### config.mk
export PLATFORM = sky130hd
export DESIGN_NAME = ftol_top
export DESIGN_NICKNAME = d
export VERILOG_FILES = /design/src/pkg/ftol_pkg.sv /design/src/pkg/ftol_cmp_if.sv /design/src/logic/ftol_compare.sv /design/src/logic/ftol_top.sv
export SDC_FILE = /design/constraint.sdc
export NUM_CORES = 2
export LEC_CHECK = 0
export BUFFER_PORTS_ARGS = -buffer_cell sky130_fd_sc_hd__clkbuf_2
export CAP_MARGIN = 25
export CORE_MARGIN = 1
export CORE_UTILIZATION = 45
export CTS_CLUSTER_SIZE = 25
export DETAILED_ROUTE_END_ITERATION = 7
export RECOVER_POWER = 25
export SLEW_MARGIN = 20
export SYNTH_ARGS = -nofsm -noshare
export SYNTH_HDL_FRONTEND = slang
export SYNTH_SLANG_ARGS = --single-unit
### constraint.sdc
create_clock -name sys_clk_in -period 7.1 [get_ports sys_clk_in]
set_clock_uncertainty 0.2 [all_clocks]
set_input_delay 0.355 -clock sys_clk_in [delete_from_list [all_inputs] [get_ports sys_clk_in]]
set_output_delay 0.355 -clock sys_clk_in [all_outputs]
set_load 0.1 [all_outputs]
### src/pkg/ftol_pkg.sv
// Purpose: Shared constants and types of the threshold output block.
// Assumes: 25 MHz system clock, Avalon-MM slave with 8-bit byte address.
// Notes:   All offsets are byte addresses of aligned 32-bit words.
package ftol_pkg;

  // Timing.
  localparam int unsigned CLK_FREQ_HZ   = 25_000_000;
  localparam int unsigned MS_PER_S      = 1000;
  localparam int unsigned CYC_PER_MS    = CLK_FREQ_HZ / MS_PER_S;
  localparam logic [11:0] INT_BASE_MS   = 12'h07d;
  localparam logic [2:0]  ICODE_MIN     = 3'h1;
  localparam logic [2:0]  ICODE_MAX     = 3'h6;

  // Widths and sizes.
  localparam int unsigned AW            = 8;
  localparam int unsigned DW            = 32;
  localparam int unsigned VW            = 24;
  localparam int unsigned UW            = 16;
  localparam int unsigned USER_WORDS    = 26;
  localparam int unsigned SIGN_BIT      = 23;

  // Register map.
  localparam logic [7:0]  ADR_CMD       = 8'h00;
  localparam logic [7:0]  ADR_STAT      = 8'h04;
  localparam logic [7:0]  ADR_FIELD     = 8'h08;
  localparam logic [7:0]  ADR_TEMP      = 8'h0c;
  localparam logic [7:0]  ADR_FOFF      = 8'h10;
  localparam logic [7:0]  ADR_TOFF      = 8'h14;
  localparam logic [7:0]  ADR_THA       = 8'h18;
  localparam logic [7:0]  ADR_THB       = 8'h1c;
  localparam logic [7:0]  ADR_CFG       = 8'h20;
  localparam logic [7:0]  ADR_USER      = 8'h40;
  localparam logic [7:0]  USER_SPAN     = 8'h68;

  // Field positions.
  localparam int unsigned STAT_CYC      = 0;
  localparam int unsigned STAT_BUSY     = 1;
  localparam int unsigned STAT_DOUT     = 2;
  localparam int unsigned STAT_REFUSED  = 3;
  localparam int unsigned CFG_MODE_LSB  = 0;
  localparam int unsigned CFG_ICODE_LSB = 2;

  // Commands.
  localparam logic [7:0]  CMD_SINGLE    = 8'haa;
  localparam logic [7:0]  CMD_CYC_START = 8'hab;
  localparam logic [7:0]  CMD_CYC_STOP  = 8'hbf;

  typedef enum logic [1:0] {
    CMP_OFF  = 2'h0,
    CMP_HIGH = 2'h1,
    CMP_LOW  = 2'h2,
    CMP_WIN  = 2'h3
  } ftol_mode_t;

  typedef enum logic [1:0] {
    ST_IDLE = 2'b01,
    ST_MEAS = 2'b10
  } ftol_st_t;

  // Factory defaults.
  localparam ftol_mode_t  DEF_MODE      = CMP_WIN;
  localparam logic [23:0] DEF_THR_A     = 24'hc00000;
  localparam logic [23:0] DEF_THR_B     = 24'h400000;
  localparam logic [23:0] DEF_FOFF      = 24'h000000;
  localparam logic [23:0] DEF_TOFF      = 24'h000000;
  localparam logic [2:0]  DEF_ICODE     = 3'h1;

endpackage : ftol_pkg
### src/pkg/ftol_cmp_if.sv
// Purpose: Carries a measurement and threshold set to the comparator.
// Assumes: Purely combinational use on one clock.
// Notes:   The controller drives the operands and reads the decision.
`timescale 1ns/1ps
`default_nettype none
interface ftol_cmp_if;
  import ftol_pkg::*;
  logic [VW-1:0] field;
  logic [VW-1:0] thr_a;
  logic [VW-1:0] thr_b;
  logic [1:0]    mode;
  logic          hit;
  modport ctrl (output field, thr_a, thr_b, mode, input hit);
  modport cmp  (input field, thr_a, thr_b, mode, output hit);
endinterface : ftol_cmp_if
`default_nettype wire

### src/logic/ftol_compare.sv
// Purpose: Threshold decision for one field measurement.
// Assumes: Unsigned 24-bit operands, mid-scale is zero field.
// Notes:   Equal values never satisfy a comparison.
`timescale 1ns/1ps
`default_nettype none
module ftol_compare
  import ftol_pkg::*;
(
  ftol_cmp_if.cmp cmp_if
);

  always_comb begin
    case (cmp_if.mode)
      CMP_HIGH: cmp_if.hit = cmp_if.field > cmp_if.thr_a;
      CMP_LOW:  cmp_if.hit = cmp_if.field < cmp_if.thr_a;
      CMP_WIN: begin
        if (cmp_if.thr_a > cmp_if.thr_b) begin
          cmp_if.hit = (cmp_if.field > cmp_if.thr_a) ||
                       (cmp_if.field < cmp_if.thr_b);
        end else begin
          // Equal thresholds leave an empty window, so the pin stays low.
          cmp_if.hit = (cmp_if.field > cmp_if.thr_a) &&
                       (cmp_if.field < cmp_if.thr_b);
        end
      end
      default:  cmp_if.hit = 1'b0;
    endcase
  end

endmodule : ftol_compare
`default_nettype wire

### src/logic/ftol_top.sv
// Purpose: Parameter store, measurement sequencing and threshold pin.
// Assumes: Measurement source shares sys_clk_in and answers each request.
// Notes:   Retained storage is modelled by flip-flops with factory values.
//
// Implementation choices: the address map and register access over Avalon-MM.
`timescale 1ns/1ps
`default_nettype none
module ftol_top
  import ftol_pkg::*;
#(
  parameter int unsigned MS_CYCLES = CYC_PER_MS
) (
  // Clock and reset.
  input  wire logic          sys_clk_in,
  input  wire logic          rst_n_in,
  // Avalon-MM slave.
  input  wire logic [AW-1:0] avs_address_in,
  input  wire logic          avs_read_in,
  input  wire logic          avs_write_in,
  input  wire logic [DW-1:0] avs_writedata_in,
  output logic      [DW-1:0] avs_readdata_out,
  output logic               avs_waitrequest_out,
  // Measurement source.
  output logic               meas_req_out,
  input  wire logic          meas_valid_in,
  input  wire logic [VW-1:0] meas_field_in,
  input  wire logic [VW-1:0] meas_temp_in,
  // Calibration values for the signal chain.
  output logic      [VW-1:0] field_offset_out,
  output logic      [VW-1:0] temp_offset_out,
  // Threshold pin.
  output logic               thr_pin_out
);

  localparam int unsigned DIV_W = $clog2(MS_CYCLES);

  if (MS_CYCLES < 2) begin : g_bad_div
    $error("MS_CYCLES must be at least 2");
  end

  localparam logic [DIV_W-1:0] DIV_LAST = DIV_W'(MS_CYCLES - 1);

  typedef struct packed {
    ftol_st_t                      st;
    logic                          wreq;
    logic [DW-1:0]                 rdata;
    logic                          req;
    logic                          pend;
    logic                          cyc;
    logic                          refused;
    logic [DIV_W-1:0]              div;
    logic [11:0]                   ms;
    logic                          dout;
    logic [VW-1:0]                 field;
    logic [VW-1:0]                 temp;
    logic [VW-1:0]                 foff;
    logic [VW-1:0]                 toff;
    logic [VW-1:0]                 thr_a;
    logic [VW-1:0]                 thr_b;
    ftol_mode_t                    mode;
    logic [2:0]                    icode;
    logic [USER_WORDS-1:0][UW-1:0] user;
  } ftol_state_t;

  // Factory values stand in for the retained store at power-up.
  localparam ftol_state_t S_RST = '{
    st:      ST_IDLE,
    wreq:    1'b1,
    mode:    DEF_MODE,
    thr_a:   DEF_THR_A,
    thr_b:   DEF_THR_B,
    foff:    DEF_FOFF,
    toff:    DEF_TOFF,
    icode:   DEF_ICODE,
    default: '0
  };

  ftol_state_t s_q;
  ftol_state_t s_d;

  logic       bus_req;
  logic       acc;
  logic       is_param;
  logic       blocked;
  logic       user_hit;
  logic [7:0] user_off;
  logic [4:0] user_idx;
  logic       commit;

  ftol_cmp_if cif ();

  ftol_compare ftol_compare_i (
    .cmp_if (cif)
  );

  assign cif.field = meas_field_in;
  assign cif.thr_a = s_q.thr_a;
  assign cif.thr_b = s_q.thr_b;
  assign cif.mode  = s_q.mode;

  // A request is seen while waitrequest is high and completes one cycle on.
  assign bus_req  = (avs_read_in | avs_write_in) & s_q.wreq;
  assign acc      = (avs_read_in | avs_write_in) & ~s_q.wreq;
  assign is_param = avs_address_in >= ADR_FOFF;
  assign blocked  = is_param & s_q.cyc;
  assign user_off = avs_address_in - ADR_USER;
  assign user_idx = user_off[6:2];
  assign user_hit = (avs_address_in >= ADR_USER) &&
                    (user_off < USER_SPAN) &&
                    (avs_address_in[1:0] == 2'h0);
  assign commit   = (s_q.st == ST_MEAS) & meas_valid_in;

  always_comb begin
    logic          trig;
    logic [2:0]    code;
    logic [11:0]   ivl;
    logic [DW-1:0] rd;
    trig = 1'b0;
    code = s_q.icode;
    ivl  = INT_BASE_MS;
    rd   = '0;
    s_d  = s_q;
    s_d.req  = 1'b0;
    s_d.wreq = ~bus_req;

    // Unassigned codes are clamped so the rate never passes eight per second.
    if (code < ICODE_MIN) begin
      code = ICODE_MIN;
    end else if (code > ICODE_MAX) begin
      code = ICODE_MAX;
    end
    ivl = INT_BASE_MS << (code - ICODE_MIN);

    // Cyclic sample timer from a one-millisecond enable.
    if (s_q.cyc) begin
      if (s_q.div == DIV_LAST) begin
        s_d.div = '0;
        if (s_q.ms == ivl - 12'h001) begin
          s_d.ms = '0;
          trig   = 1'b1;
        end else begin
          s_d.ms = s_q.ms + 12'h001;
        end
      end else begin
        s_d.div = s_q.div + DIV_W'(1);
      end
    end

    // Read data is prepared while waitrequest is still high.
    if (bus_req && avs_read_in) begin
      case (avs_address_in)
        ADR_STAT: begin
          rd[STAT_CYC]     = s_q.cyc;
          rd[STAT_BUSY]    = s_q.st == ST_MEAS;
          rd[STAT_DOUT]    = s_q.dout;
          rd[STAT_REFUSED] = s_q.refused;
        end
        ADR_FIELD: rd = {8'h00, s_q.field};
        ADR_TEMP:  rd = {8'h00, s_q.temp};
        ADR_FOFF:  rd = {8'h00, s_q.foff};
        ADR_TOFF:  rd = {8'h00, s_q.toff};
        ADR_THA:   rd = {8'h00, s_q.thr_a};
        ADR_THB:   rd = {8'h00, s_q.thr_b};
        ADR_CFG: begin
          rd[CFG_MODE_LSB +: 2]  = s_q.mode;
          rd[CFG_ICODE_LSB +: 3] = s_q.icode;
        end
        default: begin
          if (user_hit) begin
            rd = {16'h0000, s_q.user[user_idx]};
          end
        end
      endcase
      if (blocked) begin
        rd = '0;
      end
      s_d.rdata = rd;
    end

    // A field read is a data request in either mode.
    if (acc && avs_read_in && avs_address_in == ADR_FIELD) begin
      trig = 1'b1;
    end

    if (acc && avs_write_in) begin
      case (avs_address_in)
        ADR_CMD: begin
          case (avs_writedata_in[7:0])
            CMD_SINGLE: trig = 1'b1;
            CMD_CYC_START: begin
              s_d.cyc = 1'b1;
              s_d.div = '0;
              s_d.ms  = '0;
            end
            CMD_CYC_STOP: s_d.cyc = 1'b0;
            default: ;
          endcase
        end
        ADR_STAT: begin
          if (avs_writedata_in[STAT_REFUSED]) begin
            s_d.refused = 1'b0;
          end
        end
        default: begin
          if (!blocked) begin
            case (avs_address_in)
              ADR_FOFF: s_d.foff  = avs_writedata_in[VW-1:0];
              ADR_TOFF: s_d.toff  = avs_writedata_in[VW-1:0];
              ADR_THA:  s_d.thr_a = avs_writedata_in[VW-1:0];
              ADR_THB:  s_d.thr_b = avs_writedata_in[VW-1:0];
              ADR_CFG: begin
                s_d.mode  = ftol_mode_t'(
                  avs_writedata_in[CFG_MODE_LSB +: 2]);
                s_d.icode = avs_writedata_in[CFG_ICODE_LSB +: 3];
              end
              default: begin
                if (user_hit) begin
                  s_d.user[user_idx] = avs_writedata_in[UW-1:0];
                end
              end
            endcase
          end
        end
      endcase
    end

    // A refusal seen in the clearing cycle still sets the flag.
    if (acc && blocked) begin
      s_d.refused = 1'b1;
    end

    case (s_q.st)
      ST_IDLE: begin
        if (s_q.pend) begin
          s_d.req  = 1'b1;
          s_d.pend = 1'b0;
          s_d.st   = ST_MEAS;
        end
      end
      ST_MEAS: begin
        if (meas_valid_in) begin
          s_d.field = meas_field_in;
          s_d.temp  = meas_temp_in;
          s_d.dout  = cif.hit;
          s_d.st    = ST_IDLE;
        end
      end
      default: s_d.st = ST_IDLE;
    endcase

    // Requests arriving during a measurement merge into one follow-up.
    if (trig) begin
      s_d.pend = 1'b1;
    end
  end

  always_ff @(posedge sys_clk_in) begin
    if (!rst_n_in) begin
      s_q <= S_RST;
    end else begin
      s_q <= s_d;
    end
  end

  assign avs_readdata_out    = s_q.rdata;
  assign avs_waitrequest_out = s_q.wreq;
  assign meas_req_out        = s_q.req;
  assign field_offset_out    = s_q.foff;
  assign temp_offset_out     = s_q.toff;
  assign thr_pin_out         = s_q.dout;
endmodule : ftol_top
`default_nettype wire

==> results.toml <==
[status]
outcome = "complete, but fails checks"
violations = "max-capacitance violations, max-slew violations"

[yosys]
syn_area_um2 = 31200
synth_ff_type = "dfxtp_1"
ys_ff_latch = 624
ys_types = 69
syn-mean-instance-area_um2 = 8.77
ys.warnings.count = 0
async_reset_ff_frac = 0
synth_edf_count = 0
syn_inst = 3553
seq_area_frac_synth = 0.401

[flow_run]
max_cap_viol_count = 2

[critical_path]
rr_endpoint = "s_q[568]"
arrival_ns = 5.45
cp_data_required_time_ns = 7.39
cpMostUsedCell = "clkbuf_1"
critPathMaxStageDelay_ns = 2.92
critPathLaunchType = "input port"
cp-startpoint = "rst_n_in"
worst_path_max_delay_cell = "clkbuf_1"
cp_cell_sequence = "clkbuf_1, clkbuf_1, o211ai_1, dlygate4sd3_1"
worstPathMaxFanout = 107
end_kind = "register"
ff2ff_path_depth = 12
rrSetupSlack_ns = 3.04
timing.rr.start = "s_q[417]"
criticalPathCategory = "in -> reg"

[grt]
gr-usage-all-layers = 0.271
first_global_vias = 24700
grtUsageMet2 = 0.446
grt_max_degree = 204
grt_use_met3 = 0.0396
grt_overflow = 0
grtUsageMet1 = 0.362
grt_first_pass_wirelength_mm = 149
grt.busiest_layer = "met2"
antenna_found_initial = 1

[sta]
fmax_ghz = 0.194
hold_viol_final = 0
period_share = 0.726
worst_slew_pin_slew_ns = 4.27
slew_headroom = -1.85
rsz0062_at_grt = "no"
layout_setup_ws_ns = 1.94
timing.hold.ws_ns = 0.0934
finalSetupTns_ns = 0
slew_viol_final = 148
setup_viol = 0
fin_crit_ns = 5.16

[clocking]
clock_latency_ns = 0.62
htreeDepth = 3
numCtsBuffers = 70
post_cts_resized = 0
root_buffer = "clkbuf_16"
cts_buffer_depth = 3
cts.reportedPaths.clkPinSlew_ns = 0.06
cts_sinks = 624
tritoncts = "built"

[final_layout]
fillers = 6536
layout_common_cells = "nand2_1, dfxtp_1, a21boi_0"
drive_gt1_frac = 0.115
fin_cells = 4470
fin_nets = 3656
regArea_um2 = 12500
area_growth_pct = 10.8
multiInputGateArea_um2 = 16500
layout_commonest_cell = "nand2_1"

[floorplanning]
dieHeight_um = 265
die-area_um2 = 70300
io_pins = 176
start_util = 0.455
fp.coreArea_um2 = 68600
dieWidth_um = 265
rows = 96

[drt]
dr.pass1.iters = 7
wl_mm = 96.1
viasPerCell = 5.74
drtAntennaViolNets = 0
num_vias = 25700
drt_iter0_drc = 2174
wl_per_cell_um = 21.5
drc = 0

[place]
place_ws_ns = 2.66
placedCellCount = 4280
routabilityCongestion = 0.881
io_buffers = 159
dp_hpwl_mm = 57.8

[min_path]
hold_start = "avs_writedata_in[5]"
hold_end = "s_q[101]"
hold_depth = 4
hold_class = "in -> reg"

[power]
power.total_mw = 7.70
p_leak_nw = 11.1
ir_worst_vdd_mv = 0.184
p_per_area_nw_per_um2 = 223
cells in the mapped netlist, types with 17 or more instances:
| cell | n | area [µm²] |
|---|---|---|
| a21boi_0 | 492 | 3690 |
| a21boi_1 | 67 | 503 |
| a21oi_1 | 37 | 185 |
| a221oi_1 | 24 | 210 |
| a22oi_1 | 67 | 503 |
| a31oi_1 | 28 | 175 |
| buf_1 | 81 | 304 |
| buf_2 | 57 | 285 |
| buf_4 | 113 | 848 |
| clkbuf_1 | 164 | 616 |
| dfxtp_1 | 624 | 12500 |
| ha_1 | 80 | 1000 |
| inv_1 | 60 | 225 |
| mux2i_1 | 35 | 350 |
| mux4_2 | 112 | 2520 |
| nand2_1 | 746 | 2800 |
| nand2_2 | 22 | 138 |
| nand3_1 | 434 | 2170 |
| nand4_1 | 20 | 125 |
| nor2_1 | 58 | 218 |
| nor2b_1 | 33 | 206 |
| o21a_1 | 20 | 150 |
| xnor2_1 | 17 | 149 |
critical path, delay by kind of cell:
family | cells | cell delay (ns)
buffers and inverters | 3 | 4.85
AOI/OAI and AO/OA | 1 | 0.17
cell type report:
cell class | count | area share
Multi-Input combinational cell | 2458 | 0.478
Sequential cell | 624 | 0.362
Clock buffer | 109 | 0.0611
Timing Repair Buffer | 268 | 0.0517
Tap cell | 931 | 0.0337
Clock inverter | 18 | 0.00696
Inverter | 61 | 0.00663
Antenna cell | 1 | 0.0000725
logic make-up after synthesis:
kind of cell / synth area share
and+or+nand+nor: 0.199
other: 0.000120
AOI/OAI and AO/OA: 0.193
adders and majority gates: 0.0321
buffers and inverters: 0.0739
xor gates and xnor gates: 0.00927
muxes: 0.0921
DFF: 0.401
power by group:
group | leakage, nW | internal, mW | switching, mW
clock network | 1.16 | 2.23 | 1.51
registers | 5.02 | 3.50 | 0.00173
logic | 4.88 | 0.156 | 0.295
flip-flops by register name (all words and copies together), names as in the netlist:
name and cells:
thr_pin_out 1, field_offset_out 24, meas_req_out 1, temp_offset_out 24, s_q 499, avs_waitrequest_out 1
cif.mode 2, cif.thr_b 24, cif.thr_a 24, avs_readdata_out 24
how the worst max path moves through the flow:
stage / endpoint / depth (start not counted)
6_report: avs_waitrequest_out / 4
5_1_grt: avs_waitrequest_out / 4
4_1_cts: s_q[568] / 12
3_5_place_dp: s_q[189] / 12
3_3_place_gp: s_q[184] / 12
2_1_floorplan: s_q[566] / 15
metrics by stage:
stage | util | cell area, µm²
global placement | 0.461 | 31600
detailed placement | 0.462 | 31700
finish | 0.504 | 34500
global route | 0.504 | 34500
CTS | 0.505 | 34600
floorplan | - | 31200
layer usage:
layer / part of all wire / vias to the layer above
li1: - / 12200
met5: 0 / -
met3: 0.057 / 166
met2: 0.47 / 763
met4: 0.031 / 0
met1: 0.44 / 12500
repair_timing:
action                    4_1_cts  5_1_grt
hold endpoints to repair       84        0
buffers inserted                0        0
hold buffers                   60        0
Power figures use the tool's default switching activity.
